==> src/logic/usb_irq_pkg.sv <==
package usb_irq_pkg;

  // ****************************************************************
  // register map (byte addresses, 8-bit data in low bits)
  // ****************************************************************
  localparam logic [11:0] ENABLE_INDEX  = 12'hf36;
  localparam logic [11:0] FLAGS_INDEX   = 12'hf62;
  localparam logic [11:0] CONTROL_INDEX = 12'hf60;
  localparam logic [11:0] ADDRESS_INDEX = 12'hf61; // device address, placed beside control
  localparam logic [13:0] ENABLE_ADDR   = {ENABLE_INDEX, 2'b00};
  localparam logic [13:0] FLAGS_ADDR    = {FLAGS_INDEX, 2'b00};
  localparam logic [13:0] CONTROL_ADDR  = {CONTROL_INDEX, 2'b00};
  localparam logic [13:0] ADDRESS_ADDR  = {ADDRESS_INDEX, 2'b00};

  // ****************************************************************
  // field positions
  // ****************************************************************
  localparam int BIT_FRAME_START = 6;
  localparam int BIT_STALL_SENT  = 5;
  localparam int BIT_BUS_IDLE    = 4;
  localparam int BIT_TRN_DONE    = 3;
  localparam int BIT_ACTIVITY    = 2;
  localparam int BIT_ERROR       = 1;
  localparam int BIT_BUS_RESET   = 0;
  localparam int BIT_SUSPEND     = 1;
  localparam int FLAG_COUNT      = 7;

  // ****************************************************************
  // reset values
  // ****************************************************************
  localparam logic [6:0] FLAGS_RESET   = 7'h00;
  localparam logic [6:0] ENABLE_RESET  = 7'h00;
  localparam logic [7:0] ADDRESS_RESET = 8'h00;
  localparam logic       SUSPEND_RESET = 1'b0;

  // ****************************************************************
  // timing
  // ****************************************************************
  localparam int IDLE_TIME_US   = 3000;
  localparam int CLOCK_MHZ      = 10;
  localparam int IDLE_CYCLES    = IDLE_TIME_US * CLOCK_MHZ;
  localparam int WAKE_SYNC_CYC  = 4;

  // activity flag arming states
  typedef enum logic [1:0] {
    ACT_ARMED   = 2'b00,
    ACT_RAISED  = 2'b01,
    ACT_SPENT   = 2'b10
  } act_state_t;

endpackage : usb_irq_pkg

==> src/logic/idle_timer.sv <==
`timescale 1ns/1ps
`default_nettype none

// counts continuous bus idle and pulses once when the limit is reached
module idle_timer
  import usb_irq_pkg::*;
#(
  parameter int LIMIT = IDLE_CYCLES
) (
  // clock and reset
  input  wire logic core_clk,
  input  wire logic sys_rst,
  // bus state
  input  wire logic bus_is_idle,
  input  wire logic run,
  // result
  output logic      idle_reached
);

  logic [31:0] count;

  // count idle cycles, restart on any non-idle cycle
  always_ff @(posedge core_clk) begin
    if (sys_rst || !bus_is_idle) begin
      count        <= 32'h0;
      idle_reached <= 1'b0;
    end else if (run) begin
      idle_reached <= (count == 32'(LIMIT - 1));
      if (count < 32'(LIMIT))
        count <= count + 32'h1;
    end else begin
      idle_reached <= 1'b0;
    end
  end

endmodule : idle_timer

`default_nettype wire

==> src/logic/usb_status_irq.sv <==
// The implementer's own choice: the Avalon-MM slave port.
`timescale 1ns/1ps
`default_nettype none

// Operation
// request is OR of every flag ANDed with its enable bit
// engine-set flag stays until software writes zero to it
// software writing one to a writable flag sets it
// in suspend only bus activity can raise a flag; bit 1 still follows error_summary in suspend
// bit 7 of flags and enable reads zero
// bit 6 set on received start-of-frame token
// bit 5 set when a stall handshake is sent
// bit 4 set after 3 ms continuous bus idle
// bit 3 set when a transaction finishes
// clearing bit 3 advances the transfer status fifo for token transactions
// bit 2 set on activity on the data lines
// bit 1 follows the error summary, software cannot change it
// bus reset sets bit 0 and zeros the device address
// clearing activity flag in suspend or just after wake has no effect
// after suspend release wait for clock lock before operating
// firmware loops clearing activity flag until it reads zero
// one activity event per resume until a new idle event
// enables gate only the request, flags still set
// enable bits 6..0 gate flags at the same position
// firmware keeps activity enable masked until idle seen
// flags and enables reset to zero
module usb_status_irq
  import usb_irq_pkg::*;
#(
  parameter int IDLE_LIMIT = IDLE_CYCLES
) (
  // clock and reset
  input  wire logic        core_clk,
  input  wire logic        sys_rst,
  // avalon-mm slave
  input  wire logic [13:0] avs_address,
  input  wire logic        avs_read,
  input  wire logic        avs_write,
  input  wire logic [31:0] avs_writedata,
  input  wire logic [3:0]  avs_byteenable,
  output logic [31:0]      avs_readdata,
  output logic             avs_waitrequest,
  // serial engine events
  input  wire logic        sof_received,
  input  wire logic        stall_sent,
  input  wire logic        bus_is_idle,
  input  wire logic        trn_complete,
  input  wire logic        trn_is_token,
  input  wire logic        line_activity,
  input  wire logic        error_summary,
  input  wire logic        bus_reset_seen,
  input  wire logic        pll_locked,
  // outputs
  output logic             usb_peripheral_irq_request,
  output logic             transfer_status_advance,
  output logic [7:0]       device_address_register,
  output logic             suspend_control_bit,
  output logic             engine_clock_enable
);

  // ****************************************************************
  // state
  // ****************************************************************
  logic [6:0]   flags;
  logic [6:0]   enables;
  logic         ack_pending;
  logic [2:0]   wake_count;
  logic         idle_reached;
  act_state_t   act_state;
  logic [6:0]   hw_set;
  logic         engine_running;
  logic         wr_flags;
  logic         wr_enable;
  logic         wr_control;
  logic         wr_address;
  logic [6:0]   next_flags;
  logic         trn_pend;
  logic         sync_busy;

  // ****************************************************************
  // bus access: one wait cycle, answer on the second edge
  // ****************************************************************

  // request taken when ack_pending is high
  always_ff @(posedge core_clk) begin
    if (sys_rst)
      ack_pending <= 1'b0;
    else
      ack_pending <= (avs_read || avs_write) && !ack_pending;
  end

  assign avs_waitrequest = (avs_read || avs_write) && !ack_pending;

  // address decode
  always_comb begin
    wr_flags   = 1'b0;
    wr_enable  = 1'b0;
    wr_control = 1'b0;
    wr_address = 1'b0;
    if (avs_write && ack_pending && avs_byteenable[0]) begin
      if (avs_address == FLAGS_ADDR)
        wr_flags = 1'b1;
      else if (avs_address == ENABLE_ADDR)
        wr_enable = 1'b1;
      else if (avs_address == CONTROL_ADDR)
        wr_control = 1'b1;
      else if (avs_address == ADDRESS_ADDR)
        wr_address = 1'b1;
    end
  end

  // read data, bit 7 zero except in the device address, upper bits zero, unmapped reads zero
  always_ff @(posedge core_clk) begin
    if (sys_rst)
      avs_readdata <= 32'h0;
    else if (avs_read && !ack_pending) begin
      if (avs_address == FLAGS_ADDR)
        avs_readdata <= {25'h0, flags};
      else if (avs_address == ENABLE_ADDR)
        avs_readdata <= {25'h0, enables};
      else if (avs_address == CONTROL_ADDR)
        avs_readdata <= {30'h0, suspend_control_bit, 1'b0};
      else if (avs_address == ADDRESS_ADDR)
        avs_readdata <= {24'h0, device_address_register};
      else
        avs_readdata <= 32'h0;
    end
  end

  // ****************************************************************
  // suspend, clock gating, wake synchronisation
  // ****************************************************************

  // suspend control bit
  always_ff @(posedge core_clk) begin
    if (sys_rst)
      suspend_control_bit <= SUSPEND_RESET;
    else if (wr_control)
      suspend_control_bit <= avs_writedata[BIT_SUSPEND];
  end

  // wake sync counter reloads while suspended
  always_ff @(posedge core_clk) begin
    if (sys_rst)
      wake_count <= 3'h0;
    else if (suspend_control_bit)
      wake_count <= 3'(WAKE_SYNC_CYC);
    else if (wake_count != 3'h0 && pll_locked)
      wake_count <= wake_count - 3'h1;
  end

  assign sync_busy           = suspend_control_bit || wake_count != 3'h0;
  assign engine_running      = !suspend_control_bit && pll_locked;
  assign engine_clock_enable = engine_running;

  // idle detector
  idle_timer #(
    .LIMIT (IDLE_LIMIT)
  ) idle_timer_inst (
    .core_clk     (core_clk),
    .sys_rst      (sys_rst),
    .bus_is_idle  (bus_is_idle),
    .run          (engine_running),
    .idle_reached (idle_reached)
  );

  // ****************************************************************
  // activity arming: one event per resume from idle
  // ****************************************************************
  always_ff @(posedge core_clk) begin
    if (sys_rst)
      act_state <= ACT_ARMED;
    else begin
      case (act_state)
        ACT_ARMED: begin
          if (line_activity)
            act_state <= ACT_RAISED;
        end
        ACT_RAISED: begin
          if (idle_reached)
            act_state <= ACT_ARMED;
          else if (!flags[BIT_ACTIVITY])
            act_state <= ACT_SPENT;
        end
        ACT_SPENT: begin
          if (idle_reached)
            act_state <= ACT_ARMED;
        end
        default: act_state <= ACT_ARMED;
      endcase
    end
  end

  // ****************************************************************
  // flag set sources
  // ****************************************************************
  always_comb begin
    hw_set                  = 7'h00;
    hw_set[BIT_FRAME_START] = engine_running && sof_received;
    hw_set[BIT_STALL_SENT]  = engine_running && stall_sent;
    hw_set[BIT_BUS_IDLE]    = idle_reached;
    hw_set[BIT_TRN_DONE]    = engine_running && trn_complete;
    hw_set[BIT_ACTIVITY]    = line_activity && act_state == ACT_ARMED;
    hw_set[BIT_BUS_RESET]   = engine_running && bus_reset_seen;
  end

  // per-bit flag update: hardware set wins over a software clear
  always_comb begin
    next_flags = flags;
    for (int i = 0; i < FLAG_COUNT; i++) begin
      if (i == BIT_ERROR)
        next_flags[i] = error_summary;
      else if (hw_set[i])
        next_flags[i] = 1'b1;
      else if (wr_flags) begin
        if (avs_writedata[i])
          next_flags[i] = 1'b1;
        else if (!(i == BIT_ACTIVITY && sync_busy))
          next_flags[i] = 1'b0;
      end
    end
  end

  // flag register
  always_ff @(posedge core_clk) begin
    if (sys_rst)
      flags <= FLAGS_RESET;
    else
      flags <= next_flags;
  end

  // enable register
  always_ff @(posedge core_clk) begin
    if (sys_rst)
      enables <= ENABLE_RESET;
    else if (wr_enable)
      enables <= avs_writedata[6:0];
  end

  // fifo advance when the transaction flag is cleared
  assign trn_pend = flags[BIT_TRN_DONE] && !next_flags[BIT_TRN_DONE];
  always_ff @(posedge core_clk) begin
    if (sys_rst)
      transfer_status_advance <= 1'b0;
    else
      transfer_status_advance <= trn_pend && trn_is_token;
  end

  // device address, a bus reset zeroes it over any software write
  always_ff @(posedge core_clk) begin
    if (sys_rst)
      device_address_register <= ADDRESS_RESET;
    else if (hw_set[BIT_BUS_RESET])
      device_address_register <= ADDRESS_RESET;
    else if (wr_address)
      device_address_register <= avs_writedata[7:0];
  end

  // interrupt request, enables gate only the output
  always_ff @(posedge core_clk) begin
    if (sys_rst)
      usb_peripheral_irq_request <= 1'b0;
    else
      usb_peripheral_irq_request <= |(next_flags & enables);
  end

  // ****************************************************************
  // assertions
  // ****************************************************************
  a_irq_or_gate: assert property (@(posedge core_clk) disable iff (sys_rst)
    ##1 usb_peripheral_irq_request == |($past(next_flags) & $past(enables)))
    else $error("irq request does not match flags and enables");

  a_flag_sticky: assert property (@(posedge core_clk) disable iff (sys_rst)
    flags[BIT_STALL_SENT] && !wr_flags |=> flags[BIT_STALL_SENT])
    else $error("stall flag dropped without software clear");

  a_sw_set: assert property (@(posedge core_clk) disable iff (sys_rst)
    wr_flags && avs_writedata[BIT_FRAME_START] |=> flags[BIT_FRAME_START])
    else $error("software set of frame flag lost");

  a_suspend_quiet: assert property (@(posedge core_clk) disable iff (sys_rst)
    suspend_control_bit && sof_received && !wr_flags && !flags[BIT_FRAME_START]
      |=> !flags[BIT_FRAME_START])
    else $error("frame flag set while suspended");

  a_bit7_zero: assert property (@(posedge core_clk) disable iff (sys_rst)
    avs_read && ack_pending |-> avs_readdata[7] == 1'b0)
    else $error("bit 7 read nonzero");

  a_error_follow: assert property (@(posedge core_clk) disable iff (sys_rst)
    ##1 flags[BIT_ERROR] == $past(error_summary))
    else $error("error flag does not follow summary");

  a_reset_addr: assert property (@(posedge core_clk) disable iff (sys_rst)
    engine_running && bus_reset_seen |=> flags[BIT_BUS_RESET] && device_address_register == 8'h00)
    else $error("bus reset not handled");

  a_act_hold: assert property (@(posedge core_clk) disable iff (sys_rst)
    flags[BIT_ACTIVITY] && suspend_control_bit |=> flags[BIT_ACTIVITY])
    else $error("activity flag cleared during suspend");

  a_act_once: assert property (@(posedge core_clk) disable iff (sys_rst)
    act_state == ACT_SPENT && !idle_reached && !(wr_flags && avs_writedata[BIT_ACTIVITY])
      && !flags[BIT_ACTIVITY] |=> !flags[BIT_ACTIVITY])
    else $error("activity flag raised twice");

  a_trn_advance: assert property (@(posedge core_clk) disable iff (sys_rst)
    trn_pend && trn_is_token |=> transfer_status_advance)
    else $error("fifo not advanced on clear");

  a_flags_reset: assert property (@(posedge core_clk)
    sys_rst |=> flags == 7'h00 && enables == 7'h00)
    else $error("flags or enables not cleared by reset");

  a_frame_set: assert property (@(posedge core_clk) disable iff (sys_rst)
    engine_running && sof_received |=> flags[BIT_FRAME_START])
    else $error("frame flag not set by start of frame");

  a_trn_set: assert property (@(posedge core_clk) disable iff (sys_rst)
    engine_running && trn_complete |=> flags[BIT_TRN_DONE])
    else $error("transaction flag not set on completion");

  a_idle_flag: assert property (@(posedge core_clk) disable iff (sys_rst)
    idle_reached |=> flags[BIT_BUS_IDLE])
    else $error("idle flag not set after idle time");

  a_act_raise: assert property (@(posedge core_clk) disable iff (sys_rst)
    line_activity && act_state == ACT_ARMED |=> flags[BIT_ACTIVITY])
    else $error("activity flag not raised while armed");

  a_unlocked_quiet: assert property (@(posedge core_clk) disable iff (sys_rst)
    !pll_locked && sof_received && !wr_flags && !flags[BIT_FRAME_START]
      |=> !flags[BIT_FRAME_START])
    else $error("frame flag set before clock lock");

  a_sw_clear: assert property (@(posedge core_clk) disable iff (sys_rst)
    wr_flags && !avs_writedata[BIT_STALL_SENT] && !hw_set[BIT_STALL_SENT]
      |=> !flags[BIT_STALL_SENT])
    else $error("stall flag not cleared by software zero");

  a_flag_polled: assert property (@(posedge core_clk) disable iff (sys_rst)
    engine_running && stall_sent && !enables[BIT_STALL_SENT] |=> flags[BIT_STALL_SENT])
    else $error("masked stall event did not set its flag");

  a_wake_hold: assert property (@(posedge core_clk) disable iff (sys_rst)
    !suspend_control_bit && wake_count != 3'h0 && flags[BIT_ACTIVITY]
      |=> flags[BIT_ACTIVITY])
    else $error("activity flag cleared before wake sync");

endmodule : usb_status_irq

`default_nettype wire

==> config.mk <==
export PLATFORM = sky130hd
export DESIGN_NAME = usb_status_irq
export DESIGN_NICKNAME = d
export VERILOG_FILES = /design/src/logic/usb_irq_pkg.sv /design/src/logic/idle_timer.sv /design/src/logic/usb_status_irq.sv
export SDC_FILE = /design/constraint.sdc
export NUM_CORES = 1
export LEC_CHECK = 0
export BUFFER_PORTS_ARGS = -buffer_cell sky130_fd_sc_hd__buf_4
export CAP_MARGIN = 30
export CELL_PAD_IN_SITES_DETAIL_PLACEMENT = 1
export CELL_PAD_IN_SITES_GLOBAL_PLACEMENT = 1
export CORE_MARGIN = 2
export CORE_UTILIZATION = 37
export CTS_CLUSTER_DIAMETER = 50
export DETAILED_ROUTE_END_ITERATION = 7
export GPL_ROUTABILITY_DRIVEN = 0
export PLACE_DENSITY = 0.89
export SLEW_MARGIN = 40
export SYNTH_ARGS = -nofsm -noshare
export SYNTH_HDL_FRONTEND = slang
export SYNTH_SLANG_ARGS = --single-unit
==> constraint.sdc <==
create_clock -name core_clk -period 2.15 [get_ports core_clk]
set_input_delay 0.1075 -clock core_clk [delete_from_list [all_inputs] [get_ports core_clk]]
set_output_delay 0.1075 -clock core_clk [all_outputs]
set_load 0.05 [all_outputs]
Word level (Yosys, flattened, before mapping):

Cells that the tools add are included.

* reduce and logical (&&, ||, !) cells: 29
* $add $sub $neg: 2
* bitwise logic cells: 2
* muxes and demuxes: 44
* $lt $le $gt $ge: 1
* eq/ne operators: 10

Operators with widths (number)
* $eq A14 B14 Y1 const B: 4
* $mux W1: 33
* $add A32 B1 Y32 const B: 1
* $eq A32 B15 Y1 const B: 1
* $lt A32 B15 Y1 const B: 1
* $mux W8: 4
* $logic_and A1 B1 Y1: 13
* $mux W2: 4
* $and A7 B7 Y7: 1
* $reduce_or A7 Y1: 1
* $mux W3: 2
* $pmux W2 S3: 1
* $reduce_or A2 Y1: 3
* $logic_not A1 Y1: 4
* $logic_or A1 B1 Y1: 3
* $ne A3 B2 Y1 const B: 1
* $reduce_and A3 Y1: 1
* $reduce_bool A3 Y1: 1
* $sub A3 B1 Y3 const B: 1
* $eq A2 B1 Y1 const B: 1
* $eq A2 B2 Y1 const B: 1
* $logic_not A2 Y1: 1
* $ne A2 B1 Y1 const B: 1
* $ne A2 B2 Y1 const B: 1
* 3 further kinds: 3

* output and inout port bits: 45
* input bits: 63
* register bits after elaboration: 96
* logic and storage cells: 101

Logic depth before layout (Yosys ltp):

* depth after elaboration: 8
* gate-level depth with buffers: 7
* depth with buffers taken out: 7

Modules after synthesis:

A second synthesis with hierarchy kept.

* cell total of the unflattened synthesis: 391
* area total of the unflattened synthesis: 3375.7 um2

By module, submodules not included
* usb_status_irq: area an instance 1989.4 um2, instances 1, cells each 239
* idle_timer: area an instance 1386.3 um2, instances 1, cells each 152

Worst setup path after synthesis:

OpenSTA, ideal clock, no wires.

* path type: reg-to-reg
* from: register suspend_control_bit
* to: register usb_peripheral_irq_request
* buffers on the path: 1
* stages on the path, launching flop included: 8
* setup time: 138 ps
* arrival: 2067 ps
* clock period less this slack: 2205 ps
* setup slack: -55 ps
* cells stage by stage: dfxtp_1 -> nor2b_1 -> clkbuf_1 -> and2_1 -> o41ai_1 -> a21oi_1 -> nor3_1 -> a41oi_1

RTL lines
* start, declared: RTL line usb_status_irq.sv:57 `output logic suspend_control_bit,`
* start signal, assigned: RTL line usb_status_irq.sv:139 `suspend_control_bit <= avs_writedata[BIT_SUSPEND];`
* $logic_not A1 Y1 (*): RTL line usb_status_irq.sv:153 `assign engine_running = !suspend_control_bit && pll_locked;`
* $logic_and A1 B1 Y1 (*): RTL line usb_status_irq.sv:153
* via engine_clock_enable: RTL line usb_status_irq.sv:58 `output logic engine_clock_enable`
* $logic_and A1 B1 Y1, on equally long branches
* $mux W1: RTL line usb_status_irq.sv:213 `else if (hw_set[i])`
* $and A7 B7 Y7 (*): RTL line usb_status_irq.sv:264 `usb_peripheral_irq_request <= |(next_flags & enables);`
* $reduce_or A7 Y1 (*): RTL line usb_status_irq.sv:264
* end signal, assigned: RTL line usb_status_irq.sv:264
* end, declared: RTL line usb_status_irq.sv:54 `output logic usb_peripheral_irq_request,`

The timed path passes the listed nets; every way through them passes the cells marked *.
A chain may end at the register's enable or synchronous reset.

Worst setup path in the final report:

* from: register idle_timer_inst.count[5]
* to: register idle_timer_inst.count[6]

* cells in the longest elaborated chain, start to end: 2

RTL lines
* start, declared: RTL line idle_timer.sv:20 `logic [31:0] count;`
* start signal, assigned: RTL line idle_timer.sv:30 `count <= count + 32'h1;`
* $lt A32 B15 Y1: RTL line idle_timer.sv:29 `if (count < 32'(LIMIT))`
* $reduce_and A2 Y1 (no line)

Several ways; a longest one is shown, not always the timed one.

==> impl_metrics.py <==
metrics = {
    "clock_tree": {
        "clkSinkCount": 72,
        "htree_levels": 3,
        "insertion_delay_ps": 350,
        "root_buffer": "clkbuf_8",
        "cts_tree": "done",
        "numCtsBuffers": 9,
        "clk_pin_slew_ps": 80,
        "cts_buffer_depth": 2,
    },
    "setup_path": {
        "cp.required_ps": 2420,
        "worst_setup_path_start_kind": "flip-flop",
        "cp.arrival_ps": 2220,
        "cp_slowest_cell": "or3_1",
        "end_kind": "flip-flop",
        "path_cells": "a211o_1 -> a21o_1 -> a21oi_2 -> o21ai_2 -> or3_1 -> a21oi_1",
        "critPathKind": "reg2reg",
        "crit_path_max_fanout": 13,
        "max_stage_delay_ps": 390,
    },
    "final_layout": {
        "layout-drive-gt1-share_pct": 22.7,
        "syn_to_final_growth_pct": 22.2,
        "n_antenna_cell": 0,
        "nFillCells": 1060,
        "layout.nets": 498,
        "fin_cells": 545,
    },
    "detailed_routing": {
        "drt.antenna.violating_nets": 0,
        "wl_per_cell_um": 15.9,
        "drt_first_pass_iters": 4,
        "first_iter_violations": 121,
        "via_per_inst": 5.21,
        "drc": 0,
        "drt_wl_total_mm": 8.65,
        "dr_total_vias": 2841,
    },
    "synthesis": {
        "synthTopCellsByArea": "dfxtp_1 44%, mux2i_1 5.5%, buf_4 5.5%",
        "synth.area.mux_share_pct": 5.49,
        "syn_avg_cell_area_um2": 9.10,
        "synth_ff_type": "dfxtp_1",
        "ys_top_cells_by_count": "72 x dfxtp_1, 43 x nor2_1, 24 x buf_4",
        "synth_fa_ha_area_share_pct": 1.14,
        "yosysMostFrequentCell": "dfxtp_1",
        "ys_ff_latch": 72,
        "synth_top_area_share_pct": 43.9,
        "netlist_instances": 361,
        "synth_top_family_by_area": "simple AND/OR/NAND/NOR gates",
        "netlist_area_um2": 3280,
        "synthArstFlopShare_pct": 0,
        "synthSimpleGateAreaFrac_pct": 25.6,
        "synth_edf_count": 0,
        "yosysTopAreaCell": "dfxtp_1",
        "seq_area_frac_synth_pct": 43.9,
        "synth.distinct_cells": 60,
        "synth_xor_area_share_pct": 1.33,
        "synth-compound-area-share_pct": 14.2,
        "yosys_warnings": 0,
    },
    "placement": {
        "dp_hpwl_mm": 6.39,
        "port_buffers": 56,
        "placed_cells": 527,
        "pre_cts_ws_ps": 193,
    },
    "global_route": {
        "grt_pass1_wl_mm": 14.4,
        "grt_antenna_before_repair": 0,
        "track_usage_pct": 18.3,
        "grt-ovfl-total": 0,
        "grt_pass1_vias": 2938,
        "grt_max_degree": 35,
    },
    "sta": {
        "holdWs_ps": 12.6,
        "relSlewSlack_pct": 60.2,
        "finalWorstSetupSlack_ps": 194,
        "post-route-min-period_ps": 1960,
        "slew_viol_final": 0,
        "skew_ps": 14.5,
        "fin_crit_sh_pct": 91.0,
        "setup_viol_count_final": 0,
        "worst_pin_slew_ps": 598,
        "hold_viol": 0,
        "rsz0062_at_grt": "false",
        "fin_setup_tns_ps": 0,
        "fmax_mhz": 511,
    },
    "power": {
        "p_switching_w": 0.000846,
        "clkPwrFrac_pct": 35.3,
        "power.internal_w": 0.00202,
        "power_frac_comb_pct": 15.4,
        "seq_power_share_pct": 49.3,
        "pwr_density_cell_nw_per_um2": 713,
        "power.share.switching_pct": 29.6,
        "design_power_total_w": 0.00286,
        "irDropWorstVdd_mv": 0.372,
        "total_leakage_power_nw": 1.54,
    },
    "floorplanning": {
        "core_um2": 8680,
        "io_pins": 108,
        "start_util_pct": 37.8,
        "dieArea_um2": 9650,
        "die_y_um": 98.2,
        "fp.dieW_um": 98.2,
        "rows": 34,
    },
    "status": {
        "status": "finished clean",
    },
    "worst_hold_path": {
        "hold_path_class": "in2reg",
    },
    "job": {
        "maxCapViolations": 0,
    },
}
-- logic make-up after synthesis --
kind of cell | count (synthesis)
flip-flops | 72
XOR/XNOR | 5
adder cells (fa/ha/maj) | 3
AO/OA/AOI/OAI | 68
multiplexers | 18
AND/OR/NAND/NOR | 151
other | 1
buffers and inverters | 43
-- through the flow --
step                utilization, %  area (um2)
global route                  46.2        4010
finish                        46.2        4010
detailed placement            43.7        3790
global placement              43.7        3790
CTS                           46.1        4000
floorplan                        -        3370
-- final timing paths --
kind                             from                        to  slack (ps)  cells after the start
max          idle_timer_inst.count[5]  idle_timer_inst.count[6]         190                      6
max reg2reg  idle_timer_inst.count[5]  idle_timer_inst.count[6]         190                      6
min reg2reg           avs_readdata[7]           avs_readdata[7]         470                      2
min                     error_summary                  flags[1]          10                      2
-- cells in the final DEF, fill, tap and decap left out, drive strengths merged, types with 3 or more instances in the layout --
cell / netlist / layout
o21ai: 13 / 13
clkbuf: 7 / 11
nand2: 22 / 22
nor2: 43 / 43
conb: 1 / 24
a21oi: 20 / 20
nand3: 8 / 8
mux2i: 18 / 18
nor4: 10 / 10
inv: 9 / 10
nor3b: 3 / 3
ha: 3 / 3
nor3: 8 / 8
a211oi: 4 / 4
nand4: 5 / 5
clkinv: 0 / 3
or3: 9 / 9
xor2: 4 / 4
and2: 19 / 19
buf: 27 / 69
and3: 5 / 5
dfxtp: 72 / 72
a31oi: 4 / 4
nor2b: 6 / 6
a222oi: 4 / 4
-- repair_timing --
item,4_1_cts,5_1_grt
hold buffers,2,0
endpoints found under the setup margin,0,4
hold endpoints to repair,2,0
resized for setup,0,1
setup buffers,0,0
-- layer usage --
metal  track usage (%)  routed length [um]
met2              33.1                4350
met4              3.37                 108
met5                 0                   0
met1              21.9                3640
met3              5.23                 555
-- power by group through the flow --
stage / clock (W) / combinational [W] / sequential, W
after global placement: 0 / 0.000409 / 0.00144
after detailed placement: 0 / 0.000440 / 0.00144
final: 0.00101 / 0.000442 / 0.00141
after floorplan: 0 / 0.000306 / 0.00146
after CTS: 0.00103 / 0.000447 / 0.00141
after global routing: 0.00111 / 0.000484 / 0.00142
-- cell type report --
type	instances	area, um2	area share (%)
repair buffers	71	538	13.4
clock inverters	5	38.8	0.967
multi-input cells	269	1670	41.7
inverters	9	33.8	0.842
clock buffers	11	151	3.77
flip-flops and latches	72	1440	36.0
well taps	108	135	3.37
-- sequential cells by signal, summed over array words and instances (netlist names) --
register and count:
avs_readdata 8, idle_timer_inst.idle_reached 1, flags 7, device_address_register 8, act_state 2, ack_pending 1
suspend_control_bit 1, idle_timer_inst.count 32, transfer_status_advance 1, enables 7, usb_peripheral_irq_request 1, wake_count 3
-- worst max-delay path: cells and delay by family, from the launching register on --
kind | cells | cell delay, ps
AND/OR/NAND/NOR | 1 | 390
flip-flops | 1 | 360
AO/OA/AOI/OAI | 5 | 1130
Power figures use the tool's default switching activity.
